`config.mk`:
```
export PLATFORM = sky130hd
export DESIGN_NAME = lane_link_status_bank
export DESIGN_NICKNAME = d
export VERILOG_FILES = /design/src/rtl/lls_pkg.sv /design/src/rtl/lane_link_status_bank.sv /design/src/rtl/lls_lane_monitor.sv
export VERILOG_INCLUDE_DIRS = /design/src /design/src/rtl
export SDC_FILE = /design/constraint.sdc
export NUM_CORES = 1
export LEC_CHECK = 0
export BUFFER_PORTS_ARGS = -buffer_cell sky130_fd_sc_hd__clkbuf_2
export CAP_MARGIN = 20
export CORE_AREA = 2 2 189 191
export CTS_CLUSTER_DIAMETER = 50
export DETAILED_ROUTE_END_ITERATION = 8
export DIE_AREA = 0 0 191 193
export SLEW_MARGIN = 20
export SYNTH_ARGS = -nofsm -noshare
export SYNTH_HDL_FRONTEND = slang
export SYNTH_SLANG_ARGS = --single-unit
```
`constraint.sdc`:
```
create_clock -name aclk -period 2.3 [get_ports aclk]
set_clock_uncertainty 0.15 [all_clocks]
set_input_delay 0.115 -clock aclk [delete_from_list [all_inputs] [get_ports aclk]]
set_output_delay 0.115 -clock aclk [all_outputs]
set_load 0.02 [all_outputs]
```
`src/rtl/lls_defines.svh`:
```
// lane link status bank: offsets, bit positions, reset values and codes
`ifndef LLS_DEFINES_SVH
`define LLS_DEFINES_SVH

// register indices; byte address is four times the index
`define LLS_IDX_LANE1     12'h4b1
`define LLS_IDX_LANE2     12'h4b2
`define LLS_IDX_LANE3     12'h4b3
`define LLS_IDX_IRQ_STAT  12'h4b8
`define LLS_IDX_IRQ_MASK  12'h4b9

// status byte bit positions
`define LLS_BIT_DISP      7
`define LLS_BIT_INVALID   6
`define LLS_BIT_STRAY     5
`define LLS_BIT_DESKEW    4
`define LLS_BIT_ALIGN     3
`define LLS_BIT_CHECKSUM  2
`define LLS_BIT_FRAME     1
`define LLS_BIT_SYMBOL    0

// interrupt bit positions, one per lane byte
`define LLS_IRQ_LANE1     0
`define LLS_IRQ_LANE2     1
`define LLS_IRQ_LANE3     2
`define LLS_IRQ_W         3

// widths and reset values
`define LLS_THR_W         8
`define LLS_STATUS_RST    8'h00
`define LLS_IRQ_STAT_RST  3'h0
`define LLS_IRQ_MASK_RST  3'h0
`define LLS_CNT_RST       8'h00

// bus response codes
`define LLS_RESP_OKAY     2'h0
`define LLS_RESP_SLVERR   2'h2

`endif

```
`src/rtl/lls_pkg.sv`:
```
// lane link status bank: shared types
package lls_pkg;

	// per-lane inputs from the receive datapath of one link
	typedef struct packed {
		logic disp_err;          // one-cycle pulse per bad-disparity symbol
		logic invalid_sym;       // one-cycle pulse per symbol not in table
		logic stray_ctrl;        // one-cycle pulse per unexpected control char
		logic deskew_ok;         // level: deskew achieved
		logic initial_align_ok;  // level: initial lane alignment achieved
		logic config_checksum_ok;// level: config checksum correct
		logic frame_locked;      // level: frame sync held
		logic symbol_locked;     // level: code-group sync held
	} lls_lane_in_s;

	// status byte layout, bit 7 first
	typedef struct packed {
		logic disparity_err_flag;
		logic invalid_symbol_flag;
		logic stray_control_char_flag;
		logic deskew_ok;
		logic initial_align_ok;
		logic config_checksum_ok;
		logic frame_locked;
		logic symbol_locked;
	} lls_status_s;

endpackage : lls_pkg

```
`src/rtl/lane_link_status_bank.sv`:
```
// lane link status bank: paged per-lane status bytes behind an AXI4-Lite slave
//
// Decided for this implementation: register access over AXI4-Lite.
`timescale 1ns/1ps
`include "lls_defines.svh"

module lane_link_status_bank #(
	parameter int ADDR_W    = 16,  // byte address width
	parameter int NUM_LINKS = 2    // number of pageable links
) (
	input  wire logic                  aclk,
	input  wire logic                  aresetn,
	// write address channel
	input  wire logic [ADDR_W-1:0]     s_axi_awaddr,
	input  wire logic                  s_axi_awvalid,
	output logic                       s_axi_awready,
	// write data channel
	input  wire logic [31:0]           s_axi_wdata,
	input  wire logic [3:0]            s_axi_wstrb,
	input  wire logic                  s_axi_wvalid,
	output logic                       s_axi_wready,
	// write response channel
	output logic [1:0]                 s_axi_bresp,
	output logic                       s_axi_bvalid,
	input  wire logic                  s_axi_bready,
	// read address channel
	input  wire logic [ADDR_W-1:0]     s_axi_araddr,
	input  wire logic                  s_axi_arvalid,
	output logic                       s_axi_arready,
	// read data channel
	output logic [31:0]                s_axi_rdata,
	output logic [1:0]                 s_axi_rresp,
	output logic                       s_axi_rvalid,
	input  wire logic                  s_axi_rready,
	// link page select and error threshold from the shared control bank
	// width written out here: the page localparam is only declared in the body
	input  wire logic [((NUM_LINKS > 1) ? $clog2(NUM_LINKS) : 1)-1:0] link_page,
	input  wire logic [`LLS_THR_W-1:0] error_count_threshold,
	input  wire logic                  err_count_clear,
	// per-link, per-lane datapath status; lane index 0 is lane 1
	input  wire lls_pkg::lls_lane_in_s lane_in [NUM_LINKS][3],
	// level interrupt
	output logic                       irq
);

	localparam int PAGE_W = (NUM_LINKS > 1) ? $clog2(NUM_LINKS) : 1;
	localparam int IDX_W  = ADDR_W - 2;

	// lane bytes of every link
	lls_pkg::lls_status_s       lane_status [NUM_LINKS][3];
	logic [NUM_LINKS-1:0]       lane_changed [3];  // per lane, per link

	// page register, sampled so reads see one stable page
	logic [PAGE_W-1:0]          page_q;

	// write side holding flops
	logic                       aw_held_q;   // address taken, waiting data
	logic [IDX_W-1:0]           aw_idx_q;    // word index of the write
	logic                       w_held_q;    // data taken, waiting address
	logic [31:0]                wdata_q;     // held write data
	logic [3:0]                 wstrb_q;     // held byte enables
	logic                       awready_q;
	logic                       wready_q;
	logic                       bvalid_q;
	logic [1:0]                 bresp_q;

	// read side flops
	logic                       arready_q;
	logic                       rvalid_q;
	logic [31:0]                rdata_q;
	logic [1:0]                 rresp_q;

	// interrupt registers
	logic [`LLS_IRQ_W-1:0]      irq_stat_q;
	logic [`LLS_IRQ_W-1:0]      irq_stat_d;
	logic [`LLS_IRQ_W-1:0]      irq_mask_q;
	logic                       irq_q;

	// decode helpers
	logic [IDX_W-1:0]           ar_idx;      // read word index
	logic                       ar_take;     // read address accepted now
	logic                       wr_do;       // write performed now
	logic                       wr_mask_hit; // write targets the mask
	logic                       wr_known;    // write hits a mapped word
	logic [`LLS_IRQ_W-1:0]      lane_evt;    // any link's lane byte moved
	logic [31:0]                rd_data_d;
	logic [1:0]                 rd_resp_d;

	// one monitor per link per lane; all links keep running, page only
	// chooses which one software sees
	generate
		for (genvar g = 0; g < NUM_LINKS * 3; g++) begin : g_lane
			lls_lane_monitor #(
				.CNT_W       (`LLS_THR_W)
			) u_mon (
				.aclk        (aclk),
				.aresetn     (aresetn),
				.count_clear (err_count_clear),
				.threshold   (error_count_threshold),
				.lane_in     (lane_in[g/3][g%3]),
				.status_q    (lane_status[g/3][g%3]),
				.changed_q   (lane_changed[g%3][g/3])
			);
		end
	endgenerate

	// outputs straight from flops
	assign s_axi_awready = awready_q;
	assign s_axi_wready  = wready_q;
	assign s_axi_bvalid  = bvalid_q;
	assign s_axi_bresp   = bresp_q;
	assign s_axi_arready = arready_q;
	assign s_axi_rvalid  = rvalid_q;
	assign s_axi_rdata   = rdata_q;
	assign s_axi_rresp   = rresp_q;
	assign irq           = irq_q;

	// page sample
	always_ff @(posedge aclk) begin
		if (!aresetn) begin
			page_q <= '0;
		end else begin
			page_q <= link_page;
		end
	end

	// write address channel: ready only while no address is held or answered
	always_ff @(posedge aclk) begin
		if (!aresetn) begin
			awready_q <= 1'b0;
			aw_held_q <= 1'b0;
			aw_idx_q  <= '0;
		end else if (s_axi_awvalid && awready_q) begin
			awready_q <= 1'b0;
			aw_held_q <= 1'b1;
			aw_idx_q  <= s_axi_awaddr[ADDR_W-1:2];
		end else if (wr_do) begin
			aw_held_q <= 1'b0;
		end else if (!aw_held_q && !bvalid_q) begin
			awready_q <= 1'b1;
		end
	end

	// write data channel: taken independently of the address
	always_ff @(posedge aclk) begin
		if (!aresetn) begin
			wready_q <= 1'b0;
			w_held_q <= 1'b0;
			wdata_q  <= '0;
			wstrb_q  <= '0;
		end else if (s_axi_wvalid && wready_q) begin
			wready_q <= 1'b0;
			w_held_q <= 1'b1;
			wdata_q  <= s_axi_wdata;
			wstrb_q  <= s_axi_wstrb;
		end else if (wr_do) begin
			w_held_q <= 1'b0;
		end else if (!w_held_q && !bvalid_q) begin
			wready_q <= 1'b1;
		end
	end

	// a write happens once both halves are held and no answer is pending
	assign wr_do       = aw_held_q && w_held_q && !bvalid_q;
	assign wr_mask_hit = (aw_idx_q == IDX_W'(`LLS_IDX_IRQ_MASK));
	// status bytes and the interrupt status accept writes but drop the data
	assign wr_known    = wr_mask_hit ||
	                     (aw_idx_q == IDX_W'(`LLS_IDX_LANE1)) ||
	                     (aw_idx_q == IDX_W'(`LLS_IDX_LANE2)) ||
	                     (aw_idx_q == IDX_W'(`LLS_IDX_LANE3)) ||
	                     (aw_idx_q == IDX_W'(`LLS_IDX_IRQ_STAT));

	// write response
	always_ff @(posedge aclk) begin
		if (!aresetn) begin
			bvalid_q <= 1'b0;
			bresp_q  <= `LLS_RESP_OKAY;
		end else if (wr_do) begin
			bvalid_q <= 1'b1;
			// read-only words answer okay; only unmapped words are errors
			bresp_q  <= wr_known ? `LLS_RESP_OKAY : `LLS_RESP_SLVERR;
		end else if (bvalid_q && s_axi_bready) begin
			bvalid_q <= 1'b0;
		end
	end

	// interrupt mask, the only software-written state; low byte lane only
	always_ff @(posedge aclk) begin
		if (!aresetn) begin
			irq_mask_q <= `LLS_IRQ_MASK_RST;
		end else if (wr_do && wr_mask_hit && wstrb_q[0]) begin
			irq_mask_q <= wdata_q[`LLS_IRQ_W-1:0];
		end
	end

	// read address decode
	assign ar_idx  = s_axi_araddr[ADDR_W-1:2];
	assign ar_take = s_axi_arvalid && arready_q;

	// read data mux; lane bytes come from the paged link
	always_comb begin
		rd_data_d = 32'h0000_0000;
		rd_resp_d = `LLS_RESP_OKAY;
		if (ar_idx == IDX_W'(`LLS_IDX_LANE1)) begin
			if (int'(page_q) < NUM_LINKS) begin
				rd_data_d[7:0] = lane_status[page_q][0];
			end
		end else if (ar_idx == IDX_W'(`LLS_IDX_LANE2)) begin
			if (int'(page_q) < NUM_LINKS) begin
				rd_data_d[7:0] = lane_status[page_q][1];
			end
		end else if (ar_idx == IDX_W'(`LLS_IDX_LANE3)) begin
			if (int'(page_q) < NUM_LINKS) begin
				rd_data_d[7:0] = lane_status[page_q][2];
			end
		end else if (ar_idx == IDX_W'(`LLS_IDX_IRQ_STAT)) begin
			rd_data_d[`LLS_IRQ_W-1:0] = irq_stat_q;
		end else if (ar_idx == IDX_W'(`LLS_IDX_IRQ_MASK)) begin
			rd_data_d[`LLS_IRQ_W-1:0] = irq_mask_q;
		end else begin
			// unmapped word: zero data and an error
			rd_resp_d = `LLS_RESP_SLVERR;
		end
	end

	// read address ready: one read in flight at a time
	always_ff @(posedge aclk) begin
		if (!aresetn) begin
			arready_q <= 1'b0;
		end else if (ar_take) begin
			arready_q <= 1'b0;
		end else if (!rvalid_q) begin
			arready_q <= 1'b1;
		end
	end

	// read data: captured at the accept edge, held until rready
	always_ff @(posedge aclk) begin
		if (!aresetn) begin
			rvalid_q <= 1'b0;
			rdata_q  <= '0;
			rresp_q  <= `LLS_RESP_OKAY;
		end else if (ar_take) begin
			rvalid_q <= 1'b1;
			rdata_q  <= rd_data_d;
			rresp_q  <= rd_resp_d;
		end else if (rvalid_q && s_axi_rready) begin
			rvalid_q <= 1'b0;
		end
	end

	// any link's lane byte moving raises that lane's event
	always_comb begin
		for (int l = 0; l < 3; l++) begin
			lane_evt[l] = |lane_changed[l];
		end
	end

	// sticky status, cleared by a read of it; a new event in the same
	// cycle as the clearing read survives so nothing is lost
	always_comb begin
		irq_stat_d = irq_stat_q;
		if (ar_take && (ar_idx == IDX_W'(`LLS_IDX_IRQ_STAT))) begin
			irq_stat_d = '0;
		end
		irq_stat_d = irq_stat_d | lane_evt;
	end

	// status flop and interrupt level
	always_ff @(posedge aclk) begin
		if (!aresetn) begin
			irq_stat_q <= `LLS_IRQ_STAT_RST;
			irq_q      <= 1'b0;
		end else begin
			irq_stat_q <= irq_stat_d;
			irq_q      <= |(irq_stat_d & irq_mask_q);
		end
	end

endmodule : lane_link_status_bank

```
`src/rtl/lls_lane_monitor.sv`:
```
// lane link status bank: one lane's error counters and status byte
`timescale 1ns/1ps
`include "lls_defines.svh"

module lls_lane_monitor #(
	parameter int CNT_W = `LLS_THR_W          // error counter width
) (
	input  wire logic                 aclk,
	input  wire logic                 aresetn,
	input  wire logic                 count_clear,
	input  wire logic [CNT_W-1:0]     threshold,
	input  wire lls_pkg::lls_lane_in_s lane_in,
	output lls_pkg::lls_status_s      status_q,
	output logic                      changed_q
);

	logic [2:0]           err_evt;   // error pulses, disparity first
	logic [2:0]           flag_d;    // counter at or above threshold
	lls_pkg::lls_status_s status_d;  // next status byte

	assign err_evt = {lane_in.disp_err, lane_in.invalid_sym, lane_in.stray_ctrl};

	// one saturating counter per error kind, compared every cycle
	generate
		for (genvar k = 0; k < 3; k++) begin : g_cnt
			logic [CNT_W-1:0] cnt_q;  // error count
			// saturate so a long burst never wraps the flag back to 0
			always_ff @(posedge aclk) begin
				if (!aresetn) begin
					cnt_q <= CNT_W'(`LLS_CNT_RST);
				end else if (count_clear) begin
					cnt_q <= '0;
				end else if (err_evt[k] && (cnt_q != '1)) begin
					cnt_q <= cnt_q + 1'b1;
				end
			end
			assign flag_d[k] = (cnt_q >= threshold);
		end
	endgenerate

	// assemble the byte: flags in 7..5, sync levels in 4..0
	always_comb begin
		status_d                         = lls_pkg::lls_status_s'(`LLS_STATUS_RST);
		status_d.disparity_err_flag      = flag_d[2];
		status_d.invalid_symbol_flag     = flag_d[1];
		status_d.stray_control_char_flag = flag_d[0];
		status_d.deskew_ok               = lane_in.deskew_ok;
		status_d.initial_align_ok        = lane_in.initial_align_ok;
		status_d.config_checksum_ok      = lane_in.config_checksum_ok;
		status_d.frame_locked            = lane_in.frame_locked;
		status_d.symbol_locked           = lane_in.symbol_locked;
	end

	// status byte flop, reset to zero; changed pulses on any bit edge
	always_ff @(posedge aclk) begin
		if (!aresetn) begin
			status_q  <= lls_pkg::lls_status_s'(`LLS_STATUS_RST);
			changed_q <= 1'b0;
		end else begin
			status_q  <= status_d;
			changed_q <= (status_d != status_q);
		end
	end

endmodule : lls_lane_monitor

```
# Yosys cells after proc, flatten, opt, wreduce, memory -nomap -nowiden
# Index checks and enable logic that the tools add are counted.
dict set report totals {
  register_bits 243
  latch_bits 0
  mem_bits_rw 0
  romBits 0
  output_inout_bits 42
  mem_count 0
}
dict set report op_classes {
  addsub 18
  n_mul 0
  n_div 0
  order_cmp 19
  n_eq_ne 34
  n_shift 0
  n_mux 23
  n_bitwise 5
  n_reduce_logical 51
}
# operator count
set ops {}
lappend ops {{$add A8 B1 Y8 const B} 18}
lappend ops {{$ge A8 B8 Y1} 18}
lappend ops {{$ne A8 B8 Y1 const B} 18}
lappend ops {{$eq A14 B11 Y1 const B} 10}
lappend ops {{$mux W24} 3}
lappend ops {{$ne A8 B8 Y1} 6}
lappend ops {{$logic_and A1 B1 Y1} 30}
lappend ops {{$mux W8} 2}
lappend ops {{$reduce_or A2 Y1} 7}
lappend ops {{$mux W2} 6}
lappend ops {{$mux W3} 4}
lappend ops {{$reduce_bool A2 Y1} 4}
lappend ops {{$mux W1} 7}
lappend ops {{$mux W5} 1}
lappend ops {{$logic_or A1 B1 Y1} 4}
lappend ops {{$reduce_and A2 Y1} 2}
lappend ops {{$and A3 B3 Y3} 1}
lappend ops {{$logic_not A1 Y1} 3}
lappend ops {{$or A3 B3 Y3} 1}
lappend ops {{$reduce_or A3 Y1} 1}
lappend ops {{$ge A2 B2 Y1 const B} 1}
lappend ops {{$not A1 Y1} 2}
lappend ops {{$not A1 Y2} 1}

# Longest topological paths before layout
dict set report depth {
  depth_word 7
  ltp_mapped 8
}

# Hierarchy
# From an unflattened synthesis, not the netlist that was laid out.
dict set report hier_totals {
  hier_cells 1632
  area_unflattened_um2 14162.3
}
# module n_inst cells_per_inst area_per_inst_um2
set modules_own_cells {}
lappend modules_own_cells {lls_lane_monitor 6 222 1946.9}
lappend modules_own_cells {lane_link_status_bank 1 300 2481.1}

# Worst setup path after synthesis
# No wires, ideal clock.
dict set report synth_timing {
  path_type {reg2reg}
  startpoint {register g_lane[4].u_mon.g_cnt[2].cnt_q[0]}
  endpoint {register g_lane[4].u_mon.changed_q}
  setup_time_ns 0.125
  arrival_time_ns 1.994
  slack_ns 0.031
  stages_incl_launch_ff 9
  path_buffers 0
  synth_period_minus_slack_ns 2.269
  path_cell_list {dfxtp_1 > inv_1 > ha_1 > nand2b_1 > a211o_1 > a21oi_1 > o21ai_0 > a221o_1 > o41a_1}
}
dict set report synth_via {
  elab_chain_len 2
}
# item line
set synth_lines {}
lappend synth_lines {{from (decl)} lls_lane_monitor.sv:26} ;# logic [CNT_W-1:0] cnt_q;
lappend synth_lines {{from (signal assigned)} lls_lane_monitor.sv:30} ;# cnt_q <= CNT_W'(`LLS_CNT_RST);
lappend synth_lines {{from (signal assigned)} lls_lane_monitor.sv:34} ;# cnt_q <= cnt_q + 1'b1;
lappend synth_lines {{$ge A8 B8 Y1} lls_lane_monitor.sv:37} ;# assign flag_d[k] = (cnt_q >= threshold);
lappend synth_lines {{$ne A8 B8 Y1} lls_lane_monitor.sv:61} ;# changed_q <= (status_d != status_q);
lappend synth_lines {{to (signal assigned)} lls_lane_monitor.sv:61}
lappend synth_lines {{to (decl)} lls_lane_monitor.sv:14} ;# output logic changed_q
# No other way between the ends.
# A chain may end at the register's enable or synchronous reset.

# Final worst setup path
dict set report layout_timing {
  startpoint {register g_lane[5].u_mon.g_cnt[1].cnt_q[0]}
  endpoint {register g_lane[5].u_mon.changed_q}
}
dict set report layout_via {
  elab_chain_len 2
}
# item line
set layout_lines {}
lappend layout_lines {{from (decl)} lls_lane_monitor.sv:26}
lappend layout_lines {{from (signal assigned)} lls_lane_monitor.sv:30}
lappend layout_lines {{from (signal assigned)} lls_lane_monitor.sv:34}
lappend layout_lines {{$ge A8 B8 Y1} lls_lane_monitor.sv:37}
lappend layout_lines {{$ne A8 B8 Y1} lls_lane_monitor.sv:61}
lappend layout_lines {{to (signal assigned)} lls_lane_monitor.sv:61}
lappend layout_lines {{to (decl)} lls_lane_monitor.sv:14}
# No other way between the ends.

==> key figures <==
Run status
  – Outcome: finished clean

Cells and area
  – Synth-to-layout area growth: 27.3%
  – Share of post-route cells with drive strength above 1: 0.164
  – Diode count: 0
  – Final Non-Filler Cells: 2297
  – Final nets: 2106
  – Post-layout util: 0.499

Drt
  – DRC viols: 0
  – Drt wl/cell: 14.5 um
  – Pre-Repair DR Iteration Count: 4
  – Vias per inst: 4.97
  – Routed Antenna Nets: 0
  – M1 WL: 15900 um
  – Top Layer Used: met4
  – Routed met2 length: 15500 um
  – Initial DRC count: 407
  – DRT Wirelength: 33400 um
  – Met3 WL: 1310 um
  – Via count: 11400

Synthesis
  – Cells after Synth: 1535
  – Synth Area in Compound Gates: 0.123
  – Mux share of post-synthesis cell area: 0.0225
  – Number of synthesized flops with an enable pin: 0
  – Yosys reg bits: 241
  – Cell Area, Synth: 0.0137 sq mm
  – XOR/XNOR Fraction of Synth Area: 0.102
  – Yosys warns: 0
  – Simple-gate share of the synthesized area: 0.210
  – Netlist cell types: 64
  – Sequential area share after synthesis: 0.352
  – Top_reg_cell synth: dfxtp_1
  – Post-synthesis area per instance: 8.93 sq um
  – Largest family of logic cells by synthesized area: simple AND/OR/NAND/NOR gates
  – Ys async rst share: 0
  – Adder-Cell Fraction of Synth Area: 0.148

Critical path
  – Data required, critical path: 2.52 ns
  – Critical Path AT: 2.45 ns
  – Setup crit start kind: register
  – Reg-to-Reg Start: g_lane[5].u_mon.g_cnt[1].cnt_q[0]
  – Slowest cell on crit path: o41a_1
  – Kind of critical path: register to register
  – R2R depth: 9
  – Worst reg2reg path endpoint: g_lane[5].u_mon.changed_q
  – CP max FO: 2
  – Critical path depth: 9
  – CP Cell Sequence: inv_1 > ha_1 > nand2b_1 > a211oi_2 > o21bai_1 > a221oi_2 > buf_4 > xnor2_1 > o41a_1
  – CP max stage delay: 0.41 ns
  – Worst path buffer plus inverter count: 2
  – Critical Path End: g_lane[5].u_mon.changed_q
  – Reg2reg setup slack: 0.07 ns
  – Family with the most delay on the worst path: compound AO/OA/AOI/OAI gates
  – Setup crit start: g_lane[5].u_mon.g_cnt[1].cnt_q[0]
  – CP endpoint kind: register

STA
  – WHS: 0.0150 ns
  – Fin. max-slew vios: 0
  – Tcrit/Tclk final: 0.968
  – Min Tclk post-route: 2.23 ns
  – Achievable Freq: 0.449 GHz
  – Setup violations, final: 0
  – Fin Setup TNS: 0 ns
  – Final hold violation count: 0
  – Worst slew pin tran: 0.730 ns
  – Rel. slew slack: 0.513

Pwr
  – Peak supply drop: 0.503 mV
  – Pwr/cell area: 624 mW/mm^2
  – LEAKAGE: 7.28 nW

CTS
  – CTS tree: done
  – Clk pin slew, worst setup/hold paths: 0.06 ns
  – CTS Buffer Depth: 3
  – CTS root buf: clkbuf_16
  – H-tree depth: 2
  – CTS Buf Count: 35
  – Skew-Pair Late Insertion Delay: 0.52 ns
  – # clock sinks: 241

Global route
  – First-pass GRT wire length: 54500 um
  – Gr usage total: 0.181
  – Grt total ovfl: 0
  – Largest net degree at the start of global routing: 73
  – Number of global-route vias before repair: 11300
  – Initial antenna violation count: 0

Floorplan
  – Rows: 69
  – Die ar.: 0.0369 sq mm
  – Starting density of the core: 0.392
  – Die W: 191 um
  – Core box area: 0.0350 sq mm
  – Die Ht: 193 um
  – Top-Level Pins: 175

Placed design
  – Placed Instances: 2152
  – Port bufs: 112
  – DP HPWL: 23900 um
  – Final Wtd Congestion: 0.789

Run
  – Max-cap violations: 0

Hold path
  – Hold wc startpoint: s_axi_arvalid
  – Hold Path Class: input pin to register
## cell families after synthesis
kind of cell	Yosys count
AO/OA/AOI/OAI	250
XOR/XNOR	160
adder cells (fa/ha/maj)	162
buffers and inverters	108
flip-flops	241
multiplexers	30
other	1
AND/OR/NAND/NOR	583
## repair_timing
action / in CTS / in global routing
pin swaps: 2 / 22
setup buffers: 0 / 2
hold buffers: 81 / 0
hold endpoints to repair: 143 / 0
gates resized for setup: 6 / 36
endpoints found under the setup margin: 3 / 6
## layout make-up
| class | count | area (sq um) |
|---|---|---|
| sequential | 241 | 4830 |
| clock buffer | 43 | 946 |
| tap | 461 | 577 |
| multi-input combinational | 1211 | 8530 |
| fill | 3307 | 17500 |
| inverter | 43 | 161 |
| timing repair buffer | 279 | 2140 |
| clock inverter | 19 | 253 |
## tightest hold or removal path, cell delays in order
cell and delay (ns):
clkbuf_2 0.08, nand2_1 0.09, nor3_1 0.08, nand3_4 0.10
a211oi_1 0.07, nor2b_1 0.09
## cells in the mapped netlist (8+ instances only)
library cell	count	area share
nand2_1	122	0.033
nand2b_1	17	0.0078
buf_4	26	0.014
a21boi_0	22	0.012
nand4_1	41	0.019
and3_1	9	0.0041
nor2b_1	29	0.013
a21oi_1	64	0.023
o31a_1	9	0.0058
and4_1	8	0.0051
o31ai_1	8	0.0044
nand3_1	85	0.031
mux2i_1	24	0.018
clkbuf_1	28	0.0077
ha_1	162	0.15
a211oi_1	15	0.0082
xor2_1	85	0.054
nor2_1	164	0.045
o21a_1	29	0.016
inv_1	43	0.012
a221o_1	8	0.0058
dfxtp_1	241	0.35
xnor2_1	75	0.048
o21ai_0	47	0.017
nor3_1	37	0.014
and2_1	39	0.018
## metal layers
metal	vias to the layer above	track usage
met5	-	0
met2	197	0.315
met4	0	0.0498
li1	5940	-
met1	5234	0.234
met3	52	0.0268
## cell usage in the layout, fill, tap and decap left out, types with 43 or more instances in the layout
master | synthesis | layout
a21oi_1 | 64 | 58
buf_4 | 26 | 76
clkbuf_2 | 0 | 112
dfxtp_1 | 241 | 235
dlygate4sd3_1 | 0 | 81
ha_1 | 162 | 162
inv_1 | 43 | 43
nand2_1 | 122 | 122
nand3_1 | 85 | 85
nor2_1 | 164 | 164
xnor2_1 | 75 | 75
xor2_1 | 85 | 85
## power breakdown
part | leakage [nW] | total [W] | switching [W] | internal, W
Clock | 0.576 | 0.00547 | 0.00205 | 0.00342
Sequential | 1.96 | 0.00434 | 0.0000739 | 0.00427
Combinational | 4.74 | 0.00107 | 0.000551 | 0.000515
## stage by stage
step | worst slack, ns | instance area, sq um | power, W
after floorplan | 0.0308 | 13800 | 0.00502
after global placement | -0.189 | 15300 | 0.00534
after detailed placement | -0.237 | 15300 | 0.00536
after CTS | 0.00139 | 17300 | 0.0110
after global routing | -0.00289 | 17400 | 0.0114
final | 0.0725 | 17400 | 0.0109
## state kept, by name, summed over array words and instances (netlist names), 3 cells and up
register and cells:
g_lane.u_mon.g_cnt.cnt_q 144, g_lane.u_mon.status_q 48, aw_idx_q 14, s_axi_rdata 8
g_lane.u_mon.changed_q 6, irq_mask_q 3, irq_stat_q 3, wdata_q 3
## worst min-delay path by stage
stage | end | slack, ns | cells after the start
floorplan | g_lane[0].u_mon.status_q[0] | 0.09 | 1
global placement | page_q | 0.18 | 2
detailed placement | page_q | 0.18 | 2
CTS | irq_stat_q[2] | 0.0004 | 6
global route | g_lane[1].u_mon.g_cnt[1].cnt_q[0] | 0.04 | 6
finish | irq_stat_q[2] | 0.01 | 6
Power figures use the tool's default switching activity.
